--- config.mk ---
export PLATFORM = sky130hd
export DESIGN_NAME = csms_clock_source
export DESIGN_NICKNAME = d
export VERILOG_FILES = /design/src/hdl/csms_pkg.sv /design/src/hdl/csms_clock_source.sv
export SDC_FILE = /design/constraint.sdc
export NUM_CORES = 1
export LEC_CHECK = 0
export ABC_CLOCK_PERIOD_IN_PS = 3300
export BUFFER_PORTS_ARGS = -buffer_cell sky130_fd_sc_hd__buf_2
export CORE_ASPECT_RATIO = 0.6
export CORE_MARGIN = 4
export CORE_UTILIZATION = 50
export CTS_CLUSTER_SIZE = 12
export DETAILED_ROUTE_END_ITERATION = 12
export PLACE_DENSITY = 0.81
export SLEW_MARGIN = 20
export SYNTH_ARGS = -nofsm -noshare
export SYNTH_HDL_FRONTEND = slang
export SYNTH_SLANG_ARGS = --single-unit
--- constraint.sdc ---
create_clock -name pclk -period 3.3 [get_ports pclk]
set_clock_uncertainty 0.1 [all_clocks]
set_input_delay 0.165 -clock pclk [delete_from_list [all_inputs] [get_ports pclk]]
set_output_delay 0.165 -clock pclk [all_outputs]
set_load 0.01 [all_outputs]
--- src/hdl/csms_pkg.sv ---
package csms_pkg;
   // Register byte addresses
   localparam logic [7:0] CSMS_CSC_OFS = 8'h00;
   localparam logic [7:0] CSMS_ODC_OFS = 8'h04;
   localparam logic [7:0] CSMS_STAT_OFS = 8'h08;
   localparam logic [7:0] CSMS_ADJ_OFS = 8'h0C;
   // clock_source_control fields
   localparam int CSMS_SRC_HI = 7;
   localparam int CSMS_SRC_LO = 6;
   localparam int CSMS_REFERENCE_DIVIDER_HI = 5;
   localparam int CSMS_REFERENCE_DIVIDER_LO = 3;
   localparam int CSMS_IREF_SEL = 2;
   localparam int CSMS_IREF_OE = 1;
   localparam int CSMS_IREF_STEN = 0;
   // oscillator_divider_control fields
   localparam int CSMS_BUS_DIVIDER_HI = 7;
   localparam int CSMS_BUS_DIVIDER_LO = 6;
   localparam int CSMS_RANGE = 5;
   localparam int CSMS_GAIN = 4;
   localparam int CSMS_FLL_OFF = 3;
   localparam int CSMS_EREF_KIND = 2;
   localparam int CSMS_EREF_OE = 1;
   localparam int CSMS_EREF_STEN = 0;
   // Adjust register: trim in 7:0, fine bit in 8
   localparam int CSMS_FINE_BIT = 8;
   localparam logic [8:0] CSMS_ADJ_RST = 9'h080;
   // Reset values: internal FLL-engaged mode, bus divide by 4
   localparam logic [7:0] CSMS_CSC_RST = 8'h04;
   localparam logic [7:0] CSMS_ODC_RST = 8'h40;
   // Source-select field codes
   localparam logic [1:0] CSMS_SEL_FLL = 2'b00;
   localparam logic [1:0] CSMS_SEL_INT = 2'b01;
   localparam logic [1:0] CSMS_SEL_EXT = 2'b10;
   // Bus clock source currently driving the output, Gray along FLL-INT-EXT
   typedef enum logic [1:0] {
      CSMS_SRC_FLL = 2'b00,
      CSMS_SRC_INT = 2'b01,
      CSMS_SRC_EXT = 2'b11
   } csms_src_t;
endpackage : csms_pkg

--- src/hdl/csms_clock_source.sv ---
// The placing of the registers and the APB slave port were decided locally.
`timescale 1ns/1ps
module csms_clock_source
   import csms_pkg::*;
#(
   parameter int REF_DIV_W = 7
) (
   input wire logic pclk,
   input wire logic presetn,
   input wire logic por_n,
   input wire logic psel,
   input wire logic penable,
   input wire logic pwrite,
   input wire logic [7:0] paddr,
   input wire logic [31:0] pwdata,
   input wire logic [3:0] pstrb,
   output logic [31:0] prdata,
   output logic pready,
   output logic pslverr,
   input wire logic fll_clk_tick,
   input wire logic fll_ready,
   input wire logic int_ref_tick,
   input wire logic int_ref_ready,
   input wire logic ext_ref_tick,
   input wire logic oscillator_ready_flag,
   input wire logic stop_mode,
   input wire logic background_debug_mode,
   output logic bus_clk,
   output logic fll_ref_tick,
   output logic fll_enable,
   output logic internal_ref_clock_out,
   output logic external_ref_clock_out,
   output logic int_ref_run,
   output logic ext_ref_run,
   output logic osc_high_range,
   output logic osc_high_gain,
   output logic osc_crystal_req,
   output logic [8:0] adjust_out
);

   if (REF_DIV_W < 7) begin : g_ref_div_chk
      $error("REF_DIV_W must reach divide by 128");
   end

   function automatic logic [2:0] bus_divider_term(input logic [1:0] code);
      bus_divider_term = 3'((4'h1 << code) - 4'h1);
   endfunction : bus_divider_term

   function automatic logic [REF_DIV_W-1:0] reference_divider_term(input logic [2:0] code);
      reference_divider_term = REF_DIV_W'((8'h01 << code) - 8'h01);
   endfunction : reference_divider_term

   logic [7:0] csc_q;
   logic [7:0] odc_q;
   logic [8:0] adj_q;
   csms_src_t cur_q;
   csms_src_t want_w;
   logic want_ok_w;
   logic [2:0] div_cnt_q;
   logic bus_clk_q;
   logic [REF_DIV_W-1:0] ref_cnt_q;
   logic fll_ref_q;
   logic fll_en_q;
   logic iref_out_q;
   logic eref_out_q;
   logic iref_run_q;
   logic eref_run_q;
   logic [31:0] prdata_q;

   // Field views
   wire logic [1:0] src_field = csc_q[CSMS_SRC_HI:CSMS_SRC_LO];
   wire logic [2:0] reference_divider = csc_q[CSMS_REFERENCE_DIVIDER_HI:CSMS_REFERENCE_DIVIDER_LO];
   wire logic iref_sel = csc_q[CSMS_IREF_SEL];
   wire logic [1:0] bus_divider = odc_q[CSMS_BUS_DIVIDER_HI:CSMS_BUS_DIVIDER_LO];
   wire logic lp_bit = odc_q[CSMS_FLL_OFF];

   // APB decode
   wire logic setup_w = psel & ~penable;
   wire logic wr_w = psel & penable & pwrite & pstrb[0];
   wire logic hit_csc = (paddr == CSMS_CSC_OFS);
   wire logic hit_odc = (paddr == CSMS_ODC_OFS);
   wire logic hit_stat = (paddr == CSMS_STAT_OFS);
   wire logic hit_adj = (paddr == CSMS_ADJ_OFS);
   wire logic hit_any = hit_csc | hit_odc | hit_stat | hit_adj;
   wire logic ro_wr = pwrite & hit_stat;

   assign pready = 1'b1;
   assign pslverr = psel & penable & (~hit_any | ro_wr);
   assign prdata = prdata_q;

   // Requested source; code 11 is reserved and keeps the present source
   always_comb begin
      if (src_field == CSMS_SEL_FLL) begin
         want_w = CSMS_SRC_FLL;
      end else if (src_field == CSMS_SEL_INT) begin
         want_w = CSMS_SRC_INT;
      end else if (src_field == CSMS_SEL_EXT) begin
         want_w = CSMS_SRC_EXT;
      end else begin
         want_w = cur_q;
      end
   end

   wire logic bypass_w = (want_w != CSMS_SRC_FLL) && (cur_q != CSMS_SRC_FLL);
   wire logic fll_on_w = ~(lp_bit & bypass_w & ~background_debug_mode);
   wire logic ref_tick_w = iref_sel ? int_ref_tick : ext_ref_tick;

   always_comb begin
      case (want_w)
         CSMS_SRC_INT: want_ok_w = int_ref_ready;
         CSMS_SRC_EXT: want_ok_w = oscillator_ready_flag;
         default: want_ok_w = fll_ready & fll_on_w;
      endcase
   end

   wire logic sel_tick_w = (cur_q == CSMS_SRC_INT) ? int_ref_tick :
                           (cur_q == CSMS_SRC_EXT) ? ext_ref_tick : fll_clk_tick;
   // Compare with >= so a divider shrunk mid-count ends on the next source tick instead of wrapping around
   wire logic div_end_w = sel_tick_w && (div_cnt_q >= bus_divider_term(bus_divider));
   // Switch only in the low phase at a divider boundary so no short high pulse appears
   wire logic switch_w = (want_w != cur_q) && want_ok_w && ~bus_clk_q && (div_cnt_q == 3'h0);
   wire logic ref_end_w = ref_tick_w && (ref_cnt_q >= reference_divider_term(reference_divider));

   wire logic [7:0] stat_w = {3'h0, fll_en_q, (want_w != cur_q), cur_q, oscillator_ready_flag};
   wire logic [7:0] rd_byte_w = hit_csc ? csc_q : hit_odc ? odc_q : hit_stat ? stat_w : 8'h00;
   wire logic [31:0] rd_word_w = hit_adj ? {23'h0, adj_q} : {24'h0, rd_byte_w};

   always_ff @(posedge pclk or negedge presetn) begin
      if (!presetn) begin
         csc_q <= CSMS_CSC_RST;
         odc_q <= CSMS_ODC_RST;
         prdata_q <= 32'h0000_0000;
      end else begin
         if (wr_w && hit_csc) begin
            csc_q <= pwdata[7:0];
         end
         if (wr_w && hit_odc) begin
            odc_q <= pwdata[7:0];
         end
         if (setup_w) begin
            prdata_q <= rd_word_w;
         end
      end
   end

   // Trim only clears on power-on, not on the functional reset
   always_ff @(posedge pclk or negedge por_n) begin
      if (!por_n) begin
         adj_q <= CSMS_ADJ_RST;
      end else if (wr_w && hit_adj) begin
         adj_q <= pwdata[8:0];
      end
   end

   always_ff @(posedge pclk or negedge presetn) begin
      if (!presetn) begin
         cur_q <= CSMS_SRC_FLL;
         div_cnt_q <= 3'h0;
         bus_clk_q <= 1'b0;
      end else begin
         case (cur_q)
            CSMS_SRC_FLL, CSMS_SRC_INT, CSMS_SRC_EXT: begin
               if (switch_w) begin
                  cur_q <= want_w;
               end
            end
            default: cur_q <= CSMS_SRC_FLL;
         endcase
         if (switch_w) begin
            div_cnt_q <= 3'h0;
         end else if (div_end_w) begin
            div_cnt_q <= 3'h0;
            bus_clk_q <= ~bus_clk_q;
         end else if (sel_tick_w) begin
            div_cnt_q <= div_cnt_q + 3'h1;
         end
      end
   end

   always_ff @(posedge pclk or negedge presetn) begin
      if (!presetn) begin
         ref_cnt_q <= '0;
         fll_ref_q <= 1'b0;
         fll_en_q <= 1'b1;
         iref_out_q <= 1'b0;
         eref_out_q <= 1'b0;
         iref_run_q <= 1'b1;
         eref_run_q <= 1'b0;
      end else begin
         if (ref_end_w) begin
            ref_cnt_q <= '0;
         end else if (ref_tick_w) begin
            ref_cnt_q <= ref_cnt_q + REF_DIV_W'(1);
         end
         fll_ref_q <= ref_end_w;
         fll_en_q <= fll_on_w;
         iref_out_q <= csc_q[CSMS_IREF_OE] & int_ref_tick & iref_run_q;
         eref_out_q <= odc_q[CSMS_EREF_OE] & ext_ref_tick & eref_run_q;
         iref_run_q <= ~stop_mode | csc_q[CSMS_IREF_STEN];
         eref_run_q <= (odc_q[CSMS_EREF_OE] | (cur_q == CSMS_SRC_EXT) | (want_w == CSMS_SRC_EXT) | ~iref_sel)
                       & (~stop_mode | odc_q[CSMS_EREF_STEN]);
      end
   end

   assign bus_clk = bus_clk_q;
   assign fll_ref_tick = fll_ref_q;
   assign fll_enable = fll_en_q;
   assign internal_ref_clock_out = iref_out_q;
   assign external_ref_clock_out = eref_out_q;
   assign int_ref_run = iref_run_q;
   assign ext_ref_run = eref_run_q;
   assign osc_high_range = odc_q[CSMS_RANGE];
   assign osc_high_gain = odc_q[CSMS_GAIN];
   assign osc_crystal_req = odc_q[CSMS_EREF_KIND];
   assign adjust_out = adj_q;

   bus_clk_edge_a: assert property (@(posedge pclk) disable iff (!presetn)
      (presetn && (bus_clk_q != $past(bus_clk_q))) |-> $past(div_end_w) && !$past(switch_w))
      else $error("bus clock toggled off a divider boundary");

   src_switch_a: assert property (@(posedge pclk) disable iff (!presetn)
      (presetn && (cur_q != $past(cur_q))) |-> $past(want_ok_w) && (cur_q == $past(want_w)))
      else $error("source changed to an unavailable or unrequested clock");

   no_runt_a: assert property (@(posedge pclk) disable iff (!presetn)
      switch_w |=> !bus_clk_q && (div_cnt_q == 3'h0))
      else $error("switch did not restart the low phase");

   fll_off_a: assert property (@(posedge pclk) disable iff (!presetn)
      (lp_bit && bypass_w && !background_debug_mode) |=> !fll_enable)
      else $error("FLL left running in low power bypass");

   iref_out_a: assert property (@(posedge pclk) disable iff (!presetn)
      !csc_q[CSMS_IREF_OE] |=> !internal_ref_clock_out)
      else $error("internal reference output active while disabled");

   eref_out_a: assert property (@(posedge pclk) disable iff (!presetn)
      (!odc_q[CSMS_EREF_OE] |=> !external_ref_clock_out) and
      ((stop_mode && !odc_q[CSMS_EREF_STEN]) |=> !ext_ref_run))
      else $error("external reference active while disabled");

   ref_div1_a: assert property (@(posedge pclk) disable iff (!presetn)
      (presetn && reference_divider == 3'h0 && ref_tick_w) |=> fll_ref_tick)
      else $error("reference divide by 1 missed a tick");

   reset_mode_a: assert property (@(posedge pclk)
      $rose(presetn) |-> (cur_q == CSMS_SRC_FLL) && (csc_q == CSMS_CSC_RST) && (odc_q == CSMS_ODC_RST))
      else $error("reset did not restore internal FLL mode");

   trim_keep_a: assert property (@(posedge pclk)
      (por_n && $past(por_n) && !$past(presetn)) |-> (adj_q == $past(adj_q)))
      else $error("trim changed during functional reset");

   // Sampled presetn in antecedents skips the release edge, at which the design is still held
   int_stop_a: assert property (@(posedge pclk) disable iff (!presetn)
      (presetn && stop_mode && !csc_q[CSMS_IREF_STEN]) |=> !int_ref_run)
      else $error("internal reference left running in stop");

   src_hold_a: assert property (@(posedge pclk) disable iff (!presetn)
      (presetn && (want_w != cur_q) && !want_ok_w) |=> (cur_q == $past(cur_q)))
      else $error("source left before the new clock was ready");

   fll_on_a: assert property (@(posedge pclk) disable iff (!presetn)
      (presetn && !lp_bit) |=> fll_enable)
      else $error("FLL off while its low power bit is clear");

   fll_debug_a: assert property (@(posedge pclk) disable iff (!presetn)
      (presetn && background_debug_mode) |=> fll_enable)
      else $error("FLL off while debug mode active");

   iref_pulse_a: assert property (@(posedge pclk) disable iff (!presetn)
      (presetn && csc_q[CSMS_IREF_OE] && int_ref_tick && int_ref_run) |=> internal_ref_clock_out)
      else $error("internal reference output missed a tick");

   eref_pulse_a: assert property (@(posedge pclk) disable iff (!presetn)
      (presetn && odc_q[CSMS_EREF_OE] && ext_ref_tick && ext_ref_run) |=> external_ref_clock_out)
      else $error("external reference output missed a tick");

endmodule : csms_clock_source

==> results by group <==
Power and ir drop
  – Worst vdd ir: 209 uV
  – Comb power frac: 0.134
  – Clock network power share: 0.338
  – Register share of total power: 0.527
  – Sw frac: 0.269
  – NetSw: between 300 and 400 uW
  – Cell-internal power: around 970 uW
  – Power Total: 1.32 mW
  – Cell leakage power: 1.70 nW
  – Pwr dens: ~390 nW/um^2

STA
  – Least-Margin Pin Slew: just under 0.6 ns
  – Min Tclk post-route: ~2.6 ns
  – Max-slew headroom: 0.601
  – Pins Over Slew Limit: 0
  – Final Hold Violating Endpoints: 0
  – Final worst slack: 0.662 ns
  – RSZ-0062 raised after global routing: no
  – WHS: 0.0103 ns
  – Fmax: around 380 MHz
  – TNS Setup: 0 ns
  – Final worst-path cycle share: 0.799
  – Final setup violation count: 0

Synthesis
  – Synth Flop Type: dfrtp_1
  – Post-synth top area cell: dfrtp_1
  – Synth Area in Simple Gates: 0.144
  – Top cells by area, synth: dfrtp_1 (40%), mux2_2 (11%), buf_4 (6.5%)
  – Post-synth EDFFs: 0
  – Xor/xnor share of the synthesized area: 0.0117
  – Synth Warn #: 0
  – Post-Synth Adder-Cell Area: 0.0544
  – FF+latch count, synth: between 50 and 60
  – Most frequent cell after synthesis: dfrtp_1
  – Largest family of logic cells by synthesized area: multiplexers
  – Most instantiated cells after synthesis: dfrtp_1 (48), mux2_2 (29), buf_4 (26)
  – Ys async rst share: 1.00
  – Mapped Area: around 3000 um^2
  – Cell variety after synth: 48
  – Mean area per synthesized cell: 10.6 um^2
  – Top cell type's share of synthesized area: 0.402
  – Seq/Total Area, Yosys: 0.446
  – Compound-Gate Fraction of Synth Area: 0.0933
  – Multiplexer share of the synthesized area: 0.153
  – Cells after synthesis: around 280

Worst setup path
  – R2r setup slk: around 0.66 ns
  – Worst Path Required: approximately 3.4 ns
  – FF-to-FF End: ref_cnt_q[4]$_DFFE_PN0P_
  – Reg2reg start: csc_q[5]$_DFFE_PN0P_
  – CP most frequent cell: nor2_1
  – Crit-path cells: or3_1 > ha_1 > nand2b_1 > a211o_1 > a221oi_1 > nor2_1 > nor2_1
  – CP max stage cell: a221oi_1
  – Worst setup path category: reg -> reg
  – Crit start category: register
  – Critical Path Source: csc_q[5]$_DFFE_PN0P_
  – Reg2Reg Depth: 7
  – CP max FO: 9
  – Arr. time, crit path: 2.78 ns
  – Worst path max stage delay: 0.55 ns
  – Critical Path Sink Type: register

GRT
  – Initial antenna violation count: 0
  – Vias in the first global route: about 2200
  – Largest net degree at the start of global routing: between 40 and 50
  – Global-route wire length before repair: approximately 10000 um
  – GRT Total Usage: 0.183
  – Grt total ovfl: 0

Min path
  – Hold wc startpoint: pwdata[0]
  – Hold path depth: 2
  – Worst min path class: in -> reg
  – Worst Hold End: csc_q[0]$_DFFE_PN0P_

Clocking
  – Htree depth: 2
  – Post-CTS Setup Inserts: 0
  – Clock sink count: 53
  – CTS clk-pin slew, worst paths: roughly 0.10 ns
  – Root Buffer: clkbuf_8
  – Clock tree buffer depth: 2
  – Hold Buf Count CTS: 5
  – Cts bufs inserted: 5
  – CTS tree: built
  – Clk Latency, worst-skew pair: 0.30 ns
  – # resized after CTS: 0

Placed design
  – Post-DP Area: about 3200 um^2
  – Buffers added on ports: 60
  – DP HPWL: between 5000 and 6000 um
  – Dpl ws: around 0.74 ns
  – Placed insts: 410
  – GP Congestion: roughly 0.85

Die
  – Die X: about 110 um
  – Num rows: 21
  – Die height: between 60 and 70 um
  – Die area: between 7000 and 8000 um^2
  – Core ar.: around 5700 um^2
  – Starting density of the core: 0.527
  – I/O pin count: 111

Final layout
  – Count of non-filler cells in the finished layout: around 420
  – Final Cell Area: roughly 3400 um^2
  – Final Net Count: ~410
  – Layout cells sized above 1: 0.335
  – Finished Core Util: 0.600
  – Ant. Diodes: 0
  – Area growth from synthesis to layout: 13.9%

Route
  – Final WL: approximately 6400 um
  – Total number of vias: ~2200
  – First-pass iteration count of the detailed router: 4
  – # DRC: 0
  – WL/cell: around 15 um
  – First-iteration detailed-routing DRC count: approximately 150
  – Drt via density: 5.24
  – Remaining antenna violation count after routing: 0

Run status
  – Outcome: completed

Job
  – Max_cap viols: 0
## kinds of logic (layout without fill, tap and decap cells)
logic type	after synthesis	count (layout)
AND/OR/NAND/NOR	79	79
flip-flops	53	53
buffers and inverters	48	87
AO/OA/AOI/OAI	46	46
multiplexers	37	37
adder cells (fa/ha/maj)	13	13
XOR/XNOR	4	4
other	2	24
## registers in the layout, summed over array words and instances, names as in the netlist, 2 cells and up
| register | cells |
|---|---|
| adjust_out | 9 |
| div_cnt_q | 3 |
| cur_q | 2 |
| ref_cnt_q | 7 |
| odc_q | 8 |
| prdata | 9 |
| csc_q | 8 |
## placed cells by master, fill, tap and decap left out, drive strengths merged, types with 3 or more instances in the layout
cell / netlist / routed
buf: 28 / 60
dfrtp: 48 / 48
mux2: 29 / 29
nand2: 26 / 26
conb: 2 / 24
o21ai: 16 / 16
inv: 14 / 15
nor2: 15 / 15
ha: 13 / 13
a21oi: 11 / 11
nor3: 6 / 6
nand3: 6 / 6
dfstp: 5 / 5
clkbuf: 6 / 5
dlygate4sd3: 0 / 5
mux2i: 4 / 4
nand2b: 4 / 4
and3: 4 / 4
mux4: 4 / 4
or3: 3 / 3
nand4: 3 / 3
nor2b: 3 / 3
o31ai: 3 / 3
a22oi: 3 / 3
## power groups by stage
stage	Clock, mW	Combinational (mW)	Sequential (mW)
2_1_floorplan	0	0.138	0.693
4_1_cts	0.459	0.177	0.696
5_1_grt	0.482	0.198	0.700
3_3_place_gp	0	0.165	0.707
3_5_place_dp	0	0.172	0.709
6_report	0.447	0.178	0.696
## how the worst max path moves through the flow
stage	to	slack, ns	depth (start not counted)
after detailed placement	ref_cnt_q[4]$_DFFE_PN0P_	0.74	7
after global routing	ref_cnt_q[5]$_DFFE_PN0P_	0.54	7
final	ref_cnt_q[4]$_DFFE_PN0P_	0.66	7
after global placement	ref_cnt_q[6]$_DFFE_PN0P_	0.77	7
after floorplan	ref_cnt_q[2]$_DFFE_PN0P_	0.95	8
after CTS	ref_cnt_q[5]$_DFFE_PN0P_	0.70	7
## final cells by class
type | count | area [um^2]
fillers | 493 | 2270
multi-input cells | 203 | 1450
flip-flops and latches | 53 | 1330
repair buffers | 65 | 353
well taps | 80 | 100
clock buffers | 5 | 68.8
inverters | 14 | 52.6
clock inverters | 3 | 43.8
## metal layers
metal	vias to the layer above	share of wire	wire length [um]	track usage
li1	1064	-	-	-
met1	1086	0.49	3110	0.273
met2	62	0.45	2880	0.283
met3	4	0.058	370	0.0368
met4	0	0.0072	46	0.0299
met5	-	0	0	0
## critical path, delay by kind of cell (launching register included)
family,cells,cell delay [ns]
and+or+nand+nor,4,0.88
AOI/OAI and AO/OA,2,0.84
DFF,1,0.48
adders and majority gates,1,0.27
(Power assumes the default switching activity.)
